$ cat config.mk
export PLATFORM = sky130hd
export DESIGN_NAME = pwmc_codec
export DESIGN_NICKNAME = d
export VERILOG_FILES = /design/src/rtl/pwmc_pkg.sv /design/src/rtl/pwmc_sym_if.sv /design/src/rtl/pwmc_codec.sv /design/src/rtl/pwmc_sym_tx.sv
export VERILOG_INCLUDE_DIRS = /design/src /design/src/rtl
export SDC_FILE = /design/constraint.sdc
export NUM_CORES = 1
export LEC_CHECK = 0
export BUFFER_PORTS_ARGS = -buffer_cell sky130_fd_sc_hd__clkbuf_2
export CAP_MARGIN = 20
export CORE_UTILIZATION = 40
export CTS_CLUSTER_SIZE = 20
export DETAILED_ROUTE_END_ITERATION = 8
export PLACE_DENSITY = 0.61
export SLEW_MARGIN = 20
export SYNTH_ARGS = -nofsm -noshare
export SYNTH_HDL_FRONTEND = slang
export SYNTH_HIERARCHICAL = 1
export SYNTH_SLANG_ARGS = --single-unit
export TNS_END_PERCENT = 5
$ cat constraint.sdc
create_clock -name ref_clk -period 6.61 [get_ports ref_clk]
set_input_delay 0.661 -clock ref_clk [delete_from_list [all_inputs] [get_ports ref_clk]]
set_output_delay 0.661 -clock ref_clk [all_outputs]
set_load 0.1 [all_outputs]
$ cat src/rtl/pwmc_map.svh
// pwm carrier codec: frame layout, command codes and counter widths
// assumes nothing; included by the package, the codec and the symbol encoder
`ifndef PWMC_MAP_SVH
`define PWMC_MAP_SVH

// ***************************************************************
// frame layout (bit 111 goes out first)
// ***************************************************************
`define PWMC_FRAME_BITS 112
`define PWMC_HDR_BITS 23
`define PWMC_PAY_BITS 88
`define PWMC_CMD_LSB 109
`define PWMC_SRC_LSB 101
`define PWMC_BC_POS 100
`define PWMC_DST_LSB 92
`define PWMC_PAY_LSB 1
`define PWMC_LAST_BIT 7'h6F

// ***************************************************************
// command codes
// ***************************************************************
`define PWMC_CMD_PPS 3'h0
`define PWMC_CMD_READ 3'h2
`define PWMC_CMD_SYNC 3'h3
`define PWMC_CMD_WRITE 3'h4

// ***************************************************************
// signature and counters
// ***************************************************************
`define PWMC_SIG_LEN 8
`define PWMC_SIG_LAST 3'h7
`define PWMC_CNT_W 16
`define PWMC_CNT_MAX 16'hFFFF

`endif

$ cat src/rtl/pwmc_pkg.sv
// pwm carrier codec: shared types
// assumes pwmc_map.svh is on the include path
package pwmc_pkg;
`include "pwmc_map.svh"

   typedef enum logic [1:0] {
      PWMC_SYM_SPACE = 2'b00,
      PWMC_SYM_ZERO = 2'b01,
      PWMC_SYM_ONE = 2'b10
   } pwmc_sym_e;

   typedef enum logic [1:0] {
      PWMC_TX_IDLE = 2'b00,
      PWMC_TX_SIG = 2'b01,
      PWMC_TX_FRAME = 2'b10
   } pwmc_tx_e;

   typedef struct packed {
      logic cS1;
      logic cS2;
      logic cLast;
      logic [`PWMC_CNT_W-1:0] phase;
      logic [`PWMC_CNT_W-1:0] period;
      pwmc_sym_e sym;
      logic pwm;
   } pwmc_stx_s;

   typedef struct packed {
      pwmc_tx_e txState;
      logic [6:0] bitCnt;
      logic [2:0] sigIdx;
      logic [`PWMC_FRAME_BITS-1:0] txShift;
      logic sigReject;
      logic txBusy;
      logic rS1;
      logic rS2;
      logic rLast;
      logic [`PWMC_CNT_W-1:0] hiCnt;
      logic [`PWMC_CNT_W-1:0] perCnt;
      logic rxOn;
      logic [6:0] rxCnt;
      logic [`PWMC_FRAME_BITS-2:0] rxShift;
      logic rxValid;
      logic [2:0] rxCmd;
      logic [7:0] rxSrc;
      logic rxBc;
      logic [7:0] rxDst;
      logic [`PWMC_PAY_BITS-1:0] rxPay;
      logic rxParityErr;
      logic rxPps;
      logic [1:0] rxTodTarget;
      logic [3:0] rxSyncTarget;
   } pwmc_main_s;
endpackage

$ cat src/rtl/pwmc_sym_if.sv
// pwm carrier codec: symbol hand-off between sequencer and symbol encoder
// assumes both ends run on ref_clk
`timescale 1ns/1ps
interface pwmc_sym_if;
   pwmc_pkg::pwmc_sym_e sym;
   logic take;
   modport seq (output sym, input take);
   modport enc (input sym, output take);
endinterface

$ cat src/rtl/pwmc_codec.sv
// pwm carrier codec: signature/frame encoder and frame decoder
// assumes ppsIn and tx requests come from ref_clk logic; carrier and pwm input are asynchronous
//
// How it works
// - encoder keeps carrier rising edges untouched
// - space unmodulated, zero 25%, one 75%
// - 8-symbol signature, reject leading space
// - signature mode sends no frames
// - signature starts right after one-second pulse
// - frame: 23-bit header, 88 payload, parity
// - parity over whole frame, checked on receive
// - header: command, source, broadcast, destination
// - pps/time code in hardware; clock-sync code only via txCmd
// - read code 010, write code chosen 100
// - source field holds local encoder identifier
// - broadcast frames bypass destination match
// - any of four accumulators selectable
// - pps/time frame right after pulse
// - decoder may emit one-second pulse
// - any dpll as sync source/target
// - remote frames: address bytes 0-1, data 2-10
// - time payload in 48/32/8 format
`timescale 1ns/1ps
`include "pwmc_map.svh"
module pwmc_codec (
   // clock and reset
   input wire logic ref_clk,
   input wire logic rst,
   // carrier pins
   input wire logic carrierIn,
   output logic pwmOut,
   input wire logic pwmIn,
   // encoder control
   input wire logic sigModeEn,
   input wire logic [15:0] sigPattern,
   output logic sigReject,
   input wire logic ppsIn,
   input wire logic [3:0][87:0] todIn,
   input wire logic [1:0] encTodSel,
   input wire logic [7:0] localEncoderIdentifier,
   input wire logic broadcastEn,
   input wire logic [7:0] txDstId,
   // encoder request
   input wire logic txReq,
   input wire logic [2:0] txCmd,
   input wire logic [87:0] txPayload,
   output logic txBusy,
   // decoder control
   input wire logic [7:0] localDecoderIdentifier,
   input wire logic ppsGenEn,
   input wire logic [1:0] rxTodSel,
   input wire logic [3:0] rxSyncSel,
   // decoder results
   output logic rxValid,
   output logic [2:0] rxCmd,
   output logic [7:0] rxSrcId,
   output logic rxBroadcast,
   output logic [87:0] rxPayload,
   output logic rxParityErr,
   output logic rxPps,
   output logic [1:0] rxTodTarget,
   output logic [3:0] rxSyncTarget
);
   pwmc_pkg::pwmc_main_s r_ff;
   pwmc_pkg::pwmc_main_s nxt_r;
   pwmc_sym_if symIf ();
   logic sigBad;
   logic rxRise;
   logic [18:0] hi8;
   logic [18:0] per3;
   logic [18:0] per5;
   pwmc_pkg::pwmc_sym_e rxSym;
   logic [`PWMC_FRAME_BITS-1:0] rxFull;
   logic dstOk;

   // header order fixed; reserved header bits go out as zero
   function automatic logic [`PWMC_FRAME_BITS-1:0] pwmc_frame(
      input logic [2:0] cmd,
      input logic [7:0] src,
      input logic bc,
      input logic [7:0] dst,
      input logic [87:0] pay
   );
      logic [`PWMC_FRAME_BITS-2:0] body;
      body = {cmd, src, bc, dst, 3'h0, pay};
      return {body, ^body};
   endfunction

   pwmc_sym_tx u_sym_tx (
      .ref_clk(ref_clk),
      .rst(rst),
      .carrierIn(carrierIn),
      .symIf(symIf.enc),
      .pwmOut(pwmOut)
   );

   assign sigBad = sigPattern[15:14] == pwmc_pkg::PWMC_SYM_SPACE;

   // ***************************************************************
   // symbol presented to the encoder
   // ***************************************************************
   always_comb begin
      case (r_ff.txState)
         pwmc_pkg::PWMC_TX_SIG: symIf.sym = pwmc_pkg::pwmc_sym_e'(sigPattern[{~r_ff.sigIdx, 1'b1} -: 2]);
         pwmc_pkg::PWMC_TX_FRAME: symIf.sym = r_ff.txShift[`PWMC_FRAME_BITS-1] ?
            pwmc_pkg::PWMC_SYM_ONE : pwmc_pkg::PWMC_SYM_ZERO;
         default: symIf.sym = pwmc_pkg::PWMC_SYM_SPACE;
      endcase
   end

   // ***************************************************************
   // decoder symbol slicer
   // ***************************************************************
   // thresholds at 3/8 and 5/8 of the period leave margin for sampling jitter
   assign rxRise = r_ff.rS2 & ~r_ff.rLast;
   assign hi8 = {r_ff.hiCnt, 3'h0};
   assign per3 = {3'h0, r_ff.perCnt} + {2'h0, r_ff.perCnt, 1'b0};
   assign per5 = {3'h0, r_ff.perCnt} + {1'b0, r_ff.perCnt, 2'h0};
   assign rxFull = {r_ff.rxShift, rxSym == pwmc_pkg::PWMC_SYM_ONE};
   assign dstOk = rxFull[`PWMC_BC_POS] || rxFull[`PWMC_DST_LSB +: 8] == localDecoderIdentifier;

   always_comb begin
      if (hi8 < per3) begin
         rxSym = pwmc_pkg::PWMC_SYM_ZERO;
      end else if (hi8 > per5) begin
         rxSym = pwmc_pkg::PWMC_SYM_ONE;
      end else begin
         rxSym = pwmc_pkg::PWMC_SYM_SPACE;
      end
   end

   // ***************************************************************
   // next state
   // ***************************************************************
   always_comb begin
      nxt_r = r_ff;
      nxt_r.sigReject = sigModeEn & sigBad;
      nxt_r.rxValid = 1'b0;
      nxt_r.rxParityErr = 1'b0;
      nxt_r.rxPps = 1'b0;
      // encoder sequencer
      case (r_ff.txState)
         pwmc_pkg::PWMC_TX_IDLE: begin
            // a pulse outranks a request in the same cycle; both are refused while busy
            if (ppsIn && sigModeEn) begin
               if (!sigBad) begin
                  nxt_r.txState = pwmc_pkg::PWMC_TX_SIG;
                  nxt_r.sigIdx = 3'h0;
               end
            end else if (ppsIn) begin
               // accumulator time is expected to carry any carrier offset already
               nxt_r.txShift = pwmc_frame(`PWMC_CMD_PPS, localEncoderIdentifier, broadcastEn, txDstId,
                  todIn[encTodSel]);
               nxt_r.txState = pwmc_pkg::PWMC_TX_FRAME;
               nxt_r.bitCnt = 7'h00;
            end else if (txReq && !sigModeEn) begin
               nxt_r.txShift = pwmc_frame(txCmd, localEncoderIdentifier, broadcastEn, txDstId,
                  txPayload);
               nxt_r.txState = pwmc_pkg::PWMC_TX_FRAME;
               nxt_r.bitCnt = 7'h00;
            end
         end
         pwmc_pkg::PWMC_TX_SIG: begin
            if (symIf.take) begin
               if (r_ff.sigIdx == `PWMC_SIG_LAST) begin
                  nxt_r.txState = pwmc_pkg::PWMC_TX_IDLE;
               end else begin
                  nxt_r.sigIdx = r_ff.sigIdx + 3'h1;
               end
            end
         end
         pwmc_pkg::PWMC_TX_FRAME: begin
            if (symIf.take) begin
               nxt_r.txShift = {r_ff.txShift[`PWMC_FRAME_BITS-2:0], 1'b0};
               if (r_ff.bitCnt == `PWMC_LAST_BIT) begin
                  nxt_r.txState = pwmc_pkg::PWMC_TX_IDLE;
               end else begin
                  nxt_r.bitCnt = r_ff.bitCnt + 7'h01;
               end
            end
         end
         default: nxt_r.txState = pwmc_pkg::PWMC_TX_IDLE;
      endcase
      nxt_r.txBusy = nxt_r.txState != pwmc_pkg::PWMC_TX_IDLE;
      // decoder
      nxt_r.rS1 = pwmIn;
      nxt_r.rS2 = r_ff.rS1;
      nxt_r.rLast = r_ff.rS2;
      if (rxRise) begin
         nxt_r.hiCnt = 16'h0001;
         nxt_r.perCnt = 16'h0001;
         // frames end after 112 symbols, so back-to-back frames need no space between
         if (!r_ff.rxOn) begin
            if (rxSym != pwmc_pkg::PWMC_SYM_SPACE) begin
               nxt_r.rxOn = 1'b1;
               nxt_r.rxCnt = 7'h01;
               nxt_r.rxShift = {{(`PWMC_FRAME_BITS-2){1'b0}}, rxSym == pwmc_pkg::PWMC_SYM_ONE};
            end
         end else if (rxSym == pwmc_pkg::PWMC_SYM_SPACE) begin
            // a space inside a frame means a broken frame or a signature
            nxt_r.rxOn = 1'b0;
         end else if (r_ff.rxCnt == `PWMC_LAST_BIT) begin
            nxt_r.rxOn = 1'b0;
            if (^rxFull) begin
               nxt_r.rxParityErr = 1'b1;
            end else if (dstOk) begin
               nxt_r.rxValid = 1'b1;
               nxt_r.rxCmd = rxFull[`PWMC_CMD_LSB +: 3];
               nxt_r.rxSrc = rxFull[`PWMC_SRC_LSB +: 8];
               nxt_r.rxBc = rxFull[`PWMC_BC_POS];
               nxt_r.rxDst = rxFull[`PWMC_DST_LSB +: 8];
               nxt_r.rxPay = rxFull[`PWMC_PAY_LSB +: `PWMC_PAY_BITS];
               nxt_r.rxTodTarget = rxTodSel;
               nxt_r.rxSyncTarget = rxSyncSel;
               nxt_r.rxPps = ppsGenEn && rxFull[`PWMC_CMD_LSB +: 3] == `PWMC_CMD_PPS;
            end
         end else begin
            nxt_r.rxShift = rxFull[`PWMC_FRAME_BITS-2:0];
            nxt_r.rxCnt = r_ff.rxCnt + 7'h01;
         end
      end else begin
         if (r_ff.perCnt != `PWMC_CNT_MAX) begin
            nxt_r.perCnt = r_ff.perCnt + 16'h0001;
            if (r_ff.rS2) begin
               nxt_r.hiCnt = r_ff.hiCnt + 16'h0001;
            end
         end
      end
   end

   always_ff @(posedge ref_clk) begin
      if (rst) begin
         r_ff <= '0;
      end else begin
         r_ff <= nxt_r;
      end
   end

   assign sigReject = r_ff.sigReject;
   assign txBusy = r_ff.txBusy;
   assign rxValid = r_ff.rxValid;
   assign rxCmd = r_ff.rxCmd;
   assign rxSrcId = r_ff.rxSrc;
   assign rxBroadcast = r_ff.rxBc;
   assign rxPayload = r_ff.rxPay;
   assign rxParityErr = r_ff.rxParityErr;
   assign rxPps = r_ff.rxPps;
   assign rxTodTarget = r_ff.rxTodTarget;
   assign rxSyncTarget = r_ff.rxSyncTarget;
endmodule // pwmc_codec

$ cat src/rtl/pwmc_sym_tx.sv
// pwm carrier codec: per-period symbol encoder on the carrier
// assumes the carrier is asynchronous to ref_clk and at least 8 ref_clk periods long
`timescale 1ns/1ps
`include "pwmc_map.svh"
module pwmc_sym_tx (
   // clock and reset
   input wire logic ref_clk,
   input wire logic rst,
   // carrier from the dpll
   input wire logic carrierIn,
   // symbol hand-off
   pwmc_sym_if.enc symIf,
   // modulated carrier
   output logic pwmOut
);
   pwmc_pkg::pwmc_stx_s r_ff;
   pwmc_pkg::pwmc_stx_s nxt_r;
   logic rise;
   logic [`PWMC_CNT_W-1:0] fallPt;

   assign rise = r_ff.cS2 & ~r_ff.cLast;
   assign symIf.take = rise;
   assign pwmOut = r_ff.pwm;

   // ***************************************************************
   // falling edge placement
   // ***************************************************************
   always_comb begin
      case (r_ff.sym)
         pwmc_pkg::PWMC_SYM_ZERO: fallPt = r_ff.period >> 2;
         pwmc_pkg::PWMC_SYM_ONE: fallPt = (r_ff.period >> 1) + (r_ff.period >> 2);
         default: fallPt = '0;
      endcase
   end

   always_comb begin
      nxt_r = r_ff;
      nxt_r.cS1 = carrierIn;
      nxt_r.cS2 = r_ff.cS1;
      nxt_r.cLast = r_ff.cS2;
      if (rise) begin
         // rising edge always passes through at fixed latency
         nxt_r.pwm = 1'b1;
         nxt_r.period = r_ff.phase;
         nxt_r.phase = 16'h0001;
         nxt_r.sym = symIf.sym;
      end else begin
         if (r_ff.phase != `PWMC_CNT_MAX) begin
            nxt_r.phase = r_ff.phase + 16'h0001;
         end
         // no period measured yet: send space so nothing bogus leaves
         if (r_ff.sym == pwmc_pkg::PWMC_SYM_SPACE || r_ff.period < 16'h0004) begin
            nxt_r.pwm = r_ff.cS2;
         end else if (r_ff.phase == fallPt) begin
            nxt_r.pwm = 1'b0;
         end
      end
   end

   always_ff @(posedge ref_clk) begin
      if (rst) begin
         r_ff <= '0;
      end else begin
         r_ff <= nxt_r;
      end
   end
endmodule // pwmc_sym_tx

== Yosys cells after proc, flatten, opt, wreduce, memory -nomap -nowiden ==
Index checks and enable logic that the tools add are counted.
Storage, ports and cells
  flip-flop bits (word level): 435
  bits of input ports: 500
  output and inout port bits: 112
  logic and storage cells: 166
Cells by class
  add/sub/neg operators: 9
  order comparisons: 4
  equality and inequality tests: 22
  shifts and indexed selects: 1
  mux-type cells: 49
  bitwise gates (word level): 12
  reductions and logical operators: 35
Operators by type and width (count)
  $mux W112: 4
  $mux W119: 2
  $mux W235: 1
  $pmux W112 S2: 1
  $reduce_xor A111 Y1: 2
  $mux W109: 2
  $bmux W88 S2: 1
  $mux W118: 1
  $mux W117: 1
  $reduce_xor A112 Y1: 1
  $mux W88: 1
  $add A16 B1 Y16 const B: 3
  $mux W17: 2
  $ne A16 B16 Y1 const B: 2
  $pmux W16 S2: 1
  $mux W7: 4
  $mux W9: 3
  $add A16 B18 Y19: 1
  $gt A19 B19 Y1: 1
  $lt A19 B18 Y1: 1
  $add A16 B17 Y18: 1
  $ne A2 B2 Y1 const B: 9
  $shiftx A17 B5 Y2: 1
  $add A15 B14 Y16: 1
  36 further kinds: 85

== Logic depth before layout (Yosys ltp) ==
Gate-level depths: netlist of run 1.
  word-level depth: 10
  mapped depth: 27
  depth with buffers taken out: 24

== By module ==
The synthesis of run 1 kept the hierarchy.
Modules (own cells, without submodules)
  pwmc_codec: times used 1, cells an instance 2793, area each 24041.8 sq um, seq. area each 7787.5 sq um
  pwmc_sym_tx: times used 1, cells an instance 424, area each 3116.7 sq um, seq. area each 740.7 sq um

== Worst setup path after synthesis of run 1 ==
No wires, ideal clock.
  path kind: reg-to-reg
  start: register r_ff[236] (netlist name)
  end: register r_ff[145] (netlist name)
  library setup time: 0.120 ns
  arrival: 4.749 ns
  data required time: 6.490 ns
  slack: 1.741 ns
  stages on the path, launching flop included: 26
  clock period less this slack: 4.869 ns
  cells stage by stage: dfxtp_1 > ha_1 > inv_1 > fa_1 > nor2b_1 > o21ai_0 > a21boi_0 > o21ai_0 > a21boi_0 > o21ai_0 > a21boi_0 > o21ai_0 > nor2b_1 > xor2_1 > ha_1 > a21o_1 > a21o_1 > a21o_1 > a21o_1 > a21o_1 > a2111o_1 > a21boi_1 > o31ai_2 > buf_2 > buf_2 > a21oi_1
On the way
  longest elaborated chain between the ends: 7
  elaborated cells between the ends (all ways): 11
  classes of those cells: 2 x add/sub; 2 x order compare; 1 x eq/ne; 2 x mux; 4 x reduce/logical
RTL lines
  start: declaration: RTL line pwmc_codec.sv:64  | pwmc_pkg::pwmc_main_s r_ff;
  start signal: assignment: RTL line pwmc_codec.sv:235  | r_ff <= nxt_r;
  $add A16 B18 Y19: RTL line pwmc_codec.sv:118  | assign per5 = {3'h0, r_ff.perCnt} + {1'b0, r_ff.perCnt, 2'h0};
  $gt A19 B19 Y1: RTL line pwmc_codec.sv:125  | end else if (hi8 > per5) begin
  $mux W2: RTL line pwmc_codec.sv:125
  $mux W2 *: RTL line pwmc_codec.sv:123  | if (hi8 < per3) begin
  $logic_not A2 Y1 / $reduce_bool A2 Y1 (equally long branches): RTL line pwmc_codec.sv:199, pwmc_codec.sv:194
  $ne A2 B2 Y1 (no source line) / $reduce_bool A2 Y1 (equally long branches)
  $reduce_and A4 Y1 (no source line) *
Every way passes the cells marked *; elsewhere a longest branch is shown, timed or not.
A chain may end at the register's enable or synchronous reset.

== Final worst setup path of run 1 ==
  start: register r_ff[237] (netlist name)
  end: register r_ff (netlist bit rxPayload[18])
On the way
  longest elaborated chain between the ends: 8
  elaborated cells between the ends (all ways): 12
  classes of those cells: 2 x add/sub; 2 x order compare; 1 x eq/ne; 2 x mux; 2 x bitwise; 3 x reduce/logical
RTL lines
  $add A16 B18 Y19: RTL line pwmc_codec.sv:118
  $gt A19 B19 Y1: RTL line pwmc_codec.sv:125
  $mux W2: RTL line pwmc_codec.sv:125
  $mux W2 *: RTL line pwmc_codec.sv:123
  $eq A2 B2 Y1: RTL line pwmc_codec.sv:119  | assign rxFull = {r_ff.rxShift, rxSym == pwmc_pkg::PWMC_SYM_ONE};
  $reduce_xor A112 Y1: RTL line pwmc_codec.sv:204  | if (^rxFull) begin
  $not A1 Y1 (no source line)
  $reduce_and A6 Y1 (no source line) *
Marked as above.

==> flow_summary.toml, run 1 <==
[status]
status = "completed"

[hold_path]
hp-class = "input port to flip-flop"

[place]
gp_congestion = 0.9866
dpl.hpwl_um = 86400
io_buffers = 611
pre_cts_slack_ps = 870.2

[synthesis]
syn_avg_cell_area_um2 = 8.442
postSynth.topFlopCell = "dfxtp_1"
yosys-top-cells-area = "dfxtp_1, xnor2_1, mux4_2, nand2_1, a21oi_1"
synth_area_leader_cell = "dfxtp_1"
synth_seq_cells = 426
synth_top_area_share_pct = 31.40
synth-async-reset-ratio_pct = 0
syn-cell-area_um2 = 27160
synth_fp_nets = 3819
syn_inst = 3217
yosysSeqAreaShare_pct = 31.40
yosysUniqueCellTypes = 84
ys_warn_count = 6
synth-edff-count = 0

[timing]
slew_headroom_pct = 30.62
finalSetupTns_ps = 0
slew_viol_final = 0
hold_viol_final = 0
period_share_pct = 87.28
fmax_mhz = 173.3
setup_viol = 0
rsz0062_at_grt = "false"
fin_ws_ps = 841.1
final.min_clock_period_ps = 5769
clock_skew_ps = 45.72
worst_slew_pin_slew_ps = 1041

[clocking]
htreeDepth = 2
hold_buffers = 0
clockBufferDepth = 3
post_cts_resized = 0
insertion_delay_ps = 610
path_clk_slew_ps = 60
root_buffer = "clkbuf_16"
cts_setup_buffers = 0
cts_tree = "built"
cts.sinks = 426
cts_made_buffers = 49

[worst_setup_path]
start_kind = "flip-flop"
critPathCaptureType = "flip-flop"
worstSetupPathType = "flip-flop to flip-flop"
critPathMaxFanout = 66
cp_data_arrival_time_ps = 6290
required_ps = 7130

[grt]
grt_pass1_vias = 24010
grt.overflow.total = 0
grt_max_degree = 180
grtUsageTotal_pct = 31.30
antenna_found_initial = 83
grt_pass1_wl_um = 160300

[route]
vias = 25540
post_drt_wl_per_cell_um = 24.58
drt-pass1-iter-count = 6
viasPerCell = 5.643
postRouteAntennaNets = 0
route.detailed.drc = 0
routed_wl_um = 111300
drt_iter0_drc = 2243

[power_and_ir_drop]
leakage_uw = 0.01201
powerDensity_nw_per_um2 = 235.1
peakVddDrop_uv = 197.6

[floorplanning]
dieArea_um2 = 68940
start_util_pct = 40.44
pin_count = 612
fp-row-count = 95
core_area_um2 = 67160
chipWidth_um = 262.6
die_h_um = 262.6

[finish]
multiInputGateArea_um2 = 16650
regArea_um2 = 8529
drive_gt1_share_pct = 24.93
fillers = 6649
utilization_pct = 47.02
nNetsFinal = 4162
area_growth_pct = 16.26

[run]
drv_cap = 0
[final cells by class]
cell class | count | share of cell area, %
multi-input combinational | 2403 | 52.73
inverter | 50 | 0.5944
timing repair buffer | 630 | 10.48
clock inverter | 12 | 0.5825
tap | 873 | 3.459
clock buffer | 73 | 4.676
antenna | 59 | 0.4676
sequential | 426 | 27.01
[power breakdown]
group | switching (µW) | internal, µW
Clock | 1160 | 1660
Combinational | 1080 | 789
Sequential | 62.3 | 2670
Total | 2300 | 5130
[registers in the layout (all words and copies together) (netlist names), 2 cells and up]
signal,cells
rxCmd,3
rxSyncTarget,4
hi8,16
rxTodTarget,2
rxPayload,88
u_sym_tx/r_ff,34
rxSrcId,8
u_sym_tx/nxt_r,2
r_ff,260
nxt_r,2
[synthesized netlist by cell type, drive strengths merged (20+ instances only)]
master	count
a21o	21
xnor2	299
clkbuf	150
nand3	272
nor2	116
mux2i	49
mux4	92
nor3	24
o21ai	176
a211oi	25
mux2	69
ha	99
a31oi	75
nand4	23
buf	188
dfxtp	426
nand2	470
inv	50
a21oi	324
nor2b	20
xor2	83
[final timing paths]
check | cells after the start | slack (ps) | start | end
worst max register to register | 26 | 840 | r_ff[237] | rxPayload[18]
worst max-delay path | 26 | 840 | r_ff[237] | rxPayload[18]
worst min-delay path | 2 | 280 | pwmIn | nxt_r[269]
worst min register to register | 1 | 440 | u_sym_tx/nxt_r[36] | u_sym_tx/nxt_r[35]
[metal layers]
| metal | wire length [µm] | global-route usage, % | up-vias | share of wire, % |
|---|---|---|---|---|
| met4 | 11000 | 30.24 | 8 | 9.9 |
| met1 | 42020 | 35.77 | 12170 | 38 |
| met3 | 6475 | 5.285 | 322 | 5.8 |
| met5 | 45 | 0 | - | 0.040 |
| li1 | - | - | 11920 | - |
| met2 | 51720 | 49.49 | 1112 | 46 |
[through the flow]
stage                     hold WS (ps)  instances  power [µW]  cell area, µm²
after floorplan                  413.8       3217        4079           27160
after global placement           422.5       4382        4619           29760
after detailed placement         429.4       4382        4627           29760
after CTS                        246.7       4467        7461           31420
after global routing             276.4       4518        7714           31560
final                            275.5       4526        7424           31580
[cell usage in the layout (no fill, tap or decap), types with 10 or more instances in the layout]
cell type  synthesis  layout
clkbuf_2           2     607
nand2_1          470     469
dfxtp_1          426     425
a21oi_1          322     322
xnor2_1          299     299
nand3_1          270     269
o21ai_0          174     174
nor2_1           116     115
ha_1              99      98
mux4_2            92      92
xor2_1            83      83
a31oi_1           75      75
mux2_2            68      68
diode_2            0      59
inv_1             49      49
mux2i_1           49      49
clkbuf_16          0      49
a211oi_1          25      25
nor3_1            22      22
nand4_1           22      22
a21o_1            21      21
nor2b_1           19      19
clkbuf_8           0      16
buf_4            119      14
and3_1            13      13
or3_1             12      12
nor4_1            11      11
nand2b_1          10      10
[critical path: stages, from the launching register on]
cell      delay [ps]
dfxtp_1          450
ha_1             290
inv_1             70
fa_1             400
nor2b_1          120
o21ai_0          100
a21boi_0         170
o21ai_0          110
a21boi_0         180
o21ai_0          120
a21boi_0         180
o21ai_0          170
nor2b_1          190
xor2_1           140
ha_1             180
a21o_1           180
a21o_1           170
a21o_1           170
a21o_1           170
a21o_1           170
a2111o_1         480
a31o_1           270
nand3_2          320
buf_12           320
buf_4            290
o21ai_0          100
a21oi_1          180
[cells by family (layout without fill, tap and decap cells)]
group / Yosys count / in the layout / synth area share [%]
mux: 210 / 210 / 12.30
compound gates: 696 / 696 / 14.58
buf+inv: 388 / 765 / 7.537
simple gates: 1011 / 1011 / 16.92
flops: 426 / 426 / 31.40
fa+ha+maj: 102 / 102 / 4.782
other cells: 0 / 59 / 0
xor+xnor: 384 / 384 / 12.49
(Power assumes the default switching activity.)
==> inputs of run 2 (changes only) <==
==> constraint.sdc (replaced) <==
create_clock -name ref_clk -period 5.8 [get_ports ref_clk]
set_input_delay 0.58 -clock ref_clk [delete_from_list [all_inputs] [get_ports ref_clk]]
set_output_delay 0.58 -clock ref_clk [all_outputs]
set_load 0.1 [all_outputs]
==> run 2 against run 1 <==
Compared with the run above: die area is the same; cell area grew 0.81%; worst setup slack lost 400 ps; non-clock buffer count grew 15; wire length is essentially flat; core utilization grew 0.38 points; largest power group unchanged; critical path depth shrank 4; via count shrank 0.65%; sequential share of layout area shrank 0.20 points; count of clock-buffer cells in the layout shrank 4; fmax grew 7.7%.
==> flow_summary.toml, run 2 (synthesis gave the netlist of run 1 again) <==
[worst_setup_path]
required_ps = 6330
critPathCaptureType = "flip-flop"
critPathMaxFanout = 39
start_kind = "flip-flop"
worstSetupPathType = "flip-flop to flip-flop"
cp_data_arrival_time_ps = 5880

[route]
post_drt_wl_per_cell_um = 24.49
vias = 25370
route.detailed.drc = 0
drt-pass1-iter-count = 6
drt_iter0_drc = 2436
routed_wl_um = 111200
viasPerCell = 5.586
postRouteAntennaNets = 0

[clocking]
htreeDepth = 2
path_clk_slew_ps = 60
insertion_delay_ps = 620
cts_tree = "built"
clockBufferDepth = 3
cts.sinks = 426
post_cts_resized = 0
hold_buffers = 0
root_buffer = "clkbuf_16"
cts_setup_buffers = 0
cts_made_buffers = 50

[place]
pre_cts_slack_ps = 299.9
gp_congestion = 0.9896
dpl.hpwl_um = 87410
io_buffers = 611

[finish]
final_cell_mix = "clkbuf_2, nand2_1, dfxtp_1, a21oi_1, xnor2_1"
nNetsFinal = 4178
layout_commonest_cell = "clkbuf_2"
largest_reg_flops = 260
fillers = 6591
max_flop_register = "r_ff"
area_growth_pct = 17.20
drive_gt1_share_pct = 25.38

[run]
drv_cap = 0

[timing]
hold_viol_final = 0
setup_viol = 0
period_share_pct = 92.32
fin_ws_ps = 445.7
fmax_mhz = 186.8
slew_headroom_pct = 34.45
rsz0062_at_grt = "false"
clock_skew_ps = 47.14
finalSetupTns_ps = 0
slew_viol_final = 0
whs_ps = 180.0
worst_slew_pin_slew_ps = 983.3
final.min_clock_period_ps = 5354

[floorplanning]
chipWidth_um = 262.6
start_util_pct = 40.44
pin_count = 612
core_area_um2 = 67160
fp-row-count = 95
dieArea_um2 = 68940
die_h_um = 262.6

[grt]
grtUsageTotal_pct = 31.31
antenna_found_initial = 76
grt.overflow.total = 0
grt_pass1_vias = 23950
grt_max_degree = 178
grt_pass1_wl_um = 159900

[hold_path]
hp-class = "input port to flip-flop"

[power_and_ir_drop]
powerDensity_nw_per_um2 = 264.2
leakage_uw = 0.01213
peakVddDrop_uv = 251.1

[status]
status = "completed"
==> run 2: area by class of cell <==
type / count / area (µm²) / share of cell area, %
multi-input cells: 2403 / 16650 / 52.31
inverters: 50 / 187.7 / 0.5896
clock inverters: 20 / 206.4 / 0.6486
flip-flops and latches: 426 / 8533 / 26.81
repair buffers: 645 / 3587 / 11.27
well taps: 873 / 1092 / 3.432
clock buffers: 69 / 1433 / 4.501
diodes: 56 / 140.1 / 0.4403
==> run 2: routing by layer <==
| layer | up-vias | part of all wire (%) | GRT usage [%] |
|---|---|---|---|
| li1 | 11970 | - | - |
| met1 | 12060 | 38 | 35.85 |
| met2 | 1014 | 47 | 49.78 |
| met3 | 319 | 5.8 | 5.360 |
| met4 | 6 | 9.7 | 29.33 |
| met5 | - | 0.034 | 0 |
==> run 2: path summary, 6_finish.rpt <==
kind	startpoint	to	slack [ps]	depth (start not counted)
worst min register to register	u_sym_tx/nxt_r[36]	u_sym_tx/nxt_r[35]	440	1
worst max-delay path	r_ff[238]	r_ff[185]	450	22
worst min-delay path	pwmIn	nxt_r[269]	180	2
worst max register to register	r_ff[238]	r_ff[185]	450	22
==> run 2: report_power, final <==
| part | switching [µW] | internal [µW] |
|---|---|---|
| registers | 76.1 | 3050 |
| logic | 1220 | 923 |
| clock network | 1360 | 1780 |
| total | 2650 | 5760 |
==> run 2: critical path: stages (launching register included) <==
cell and delay [ps]:
dfxtp_1 440, ha_1 270, a21o_1 170, a21oi_1 200
o21ai_0 110, a21oi_1 220, o21ai_0 150, a211oi_1 370
o21ai_0 240, a31o_2 280, a21oi_1 170, xor2_1 230
ha_1 280, a21o_1 160, a21o_1 170, a21o_1 170
a2111o_1 480, a21boi_2 250, nor3_4 230, buf_12 200
buf_12 220, nand3_1 100, a21oi_1 170
==> run 2: per-stage QoR <==
stage | instances | power, µW | utilization, % | cell area (µm²)
global route | 4539 | 8747 | 47.39 | 31820
detailed placement | 4396 | 5292 | 44.68 | 30010
global placement | 4395 | 5281 | 44.64 | 29980
CTS | 4485 | 8448 | 47.12 | 31650
floorplan | 3217 | 4649 | - | 27160
finish | 4542 | 8409 | 47.40 | 31830
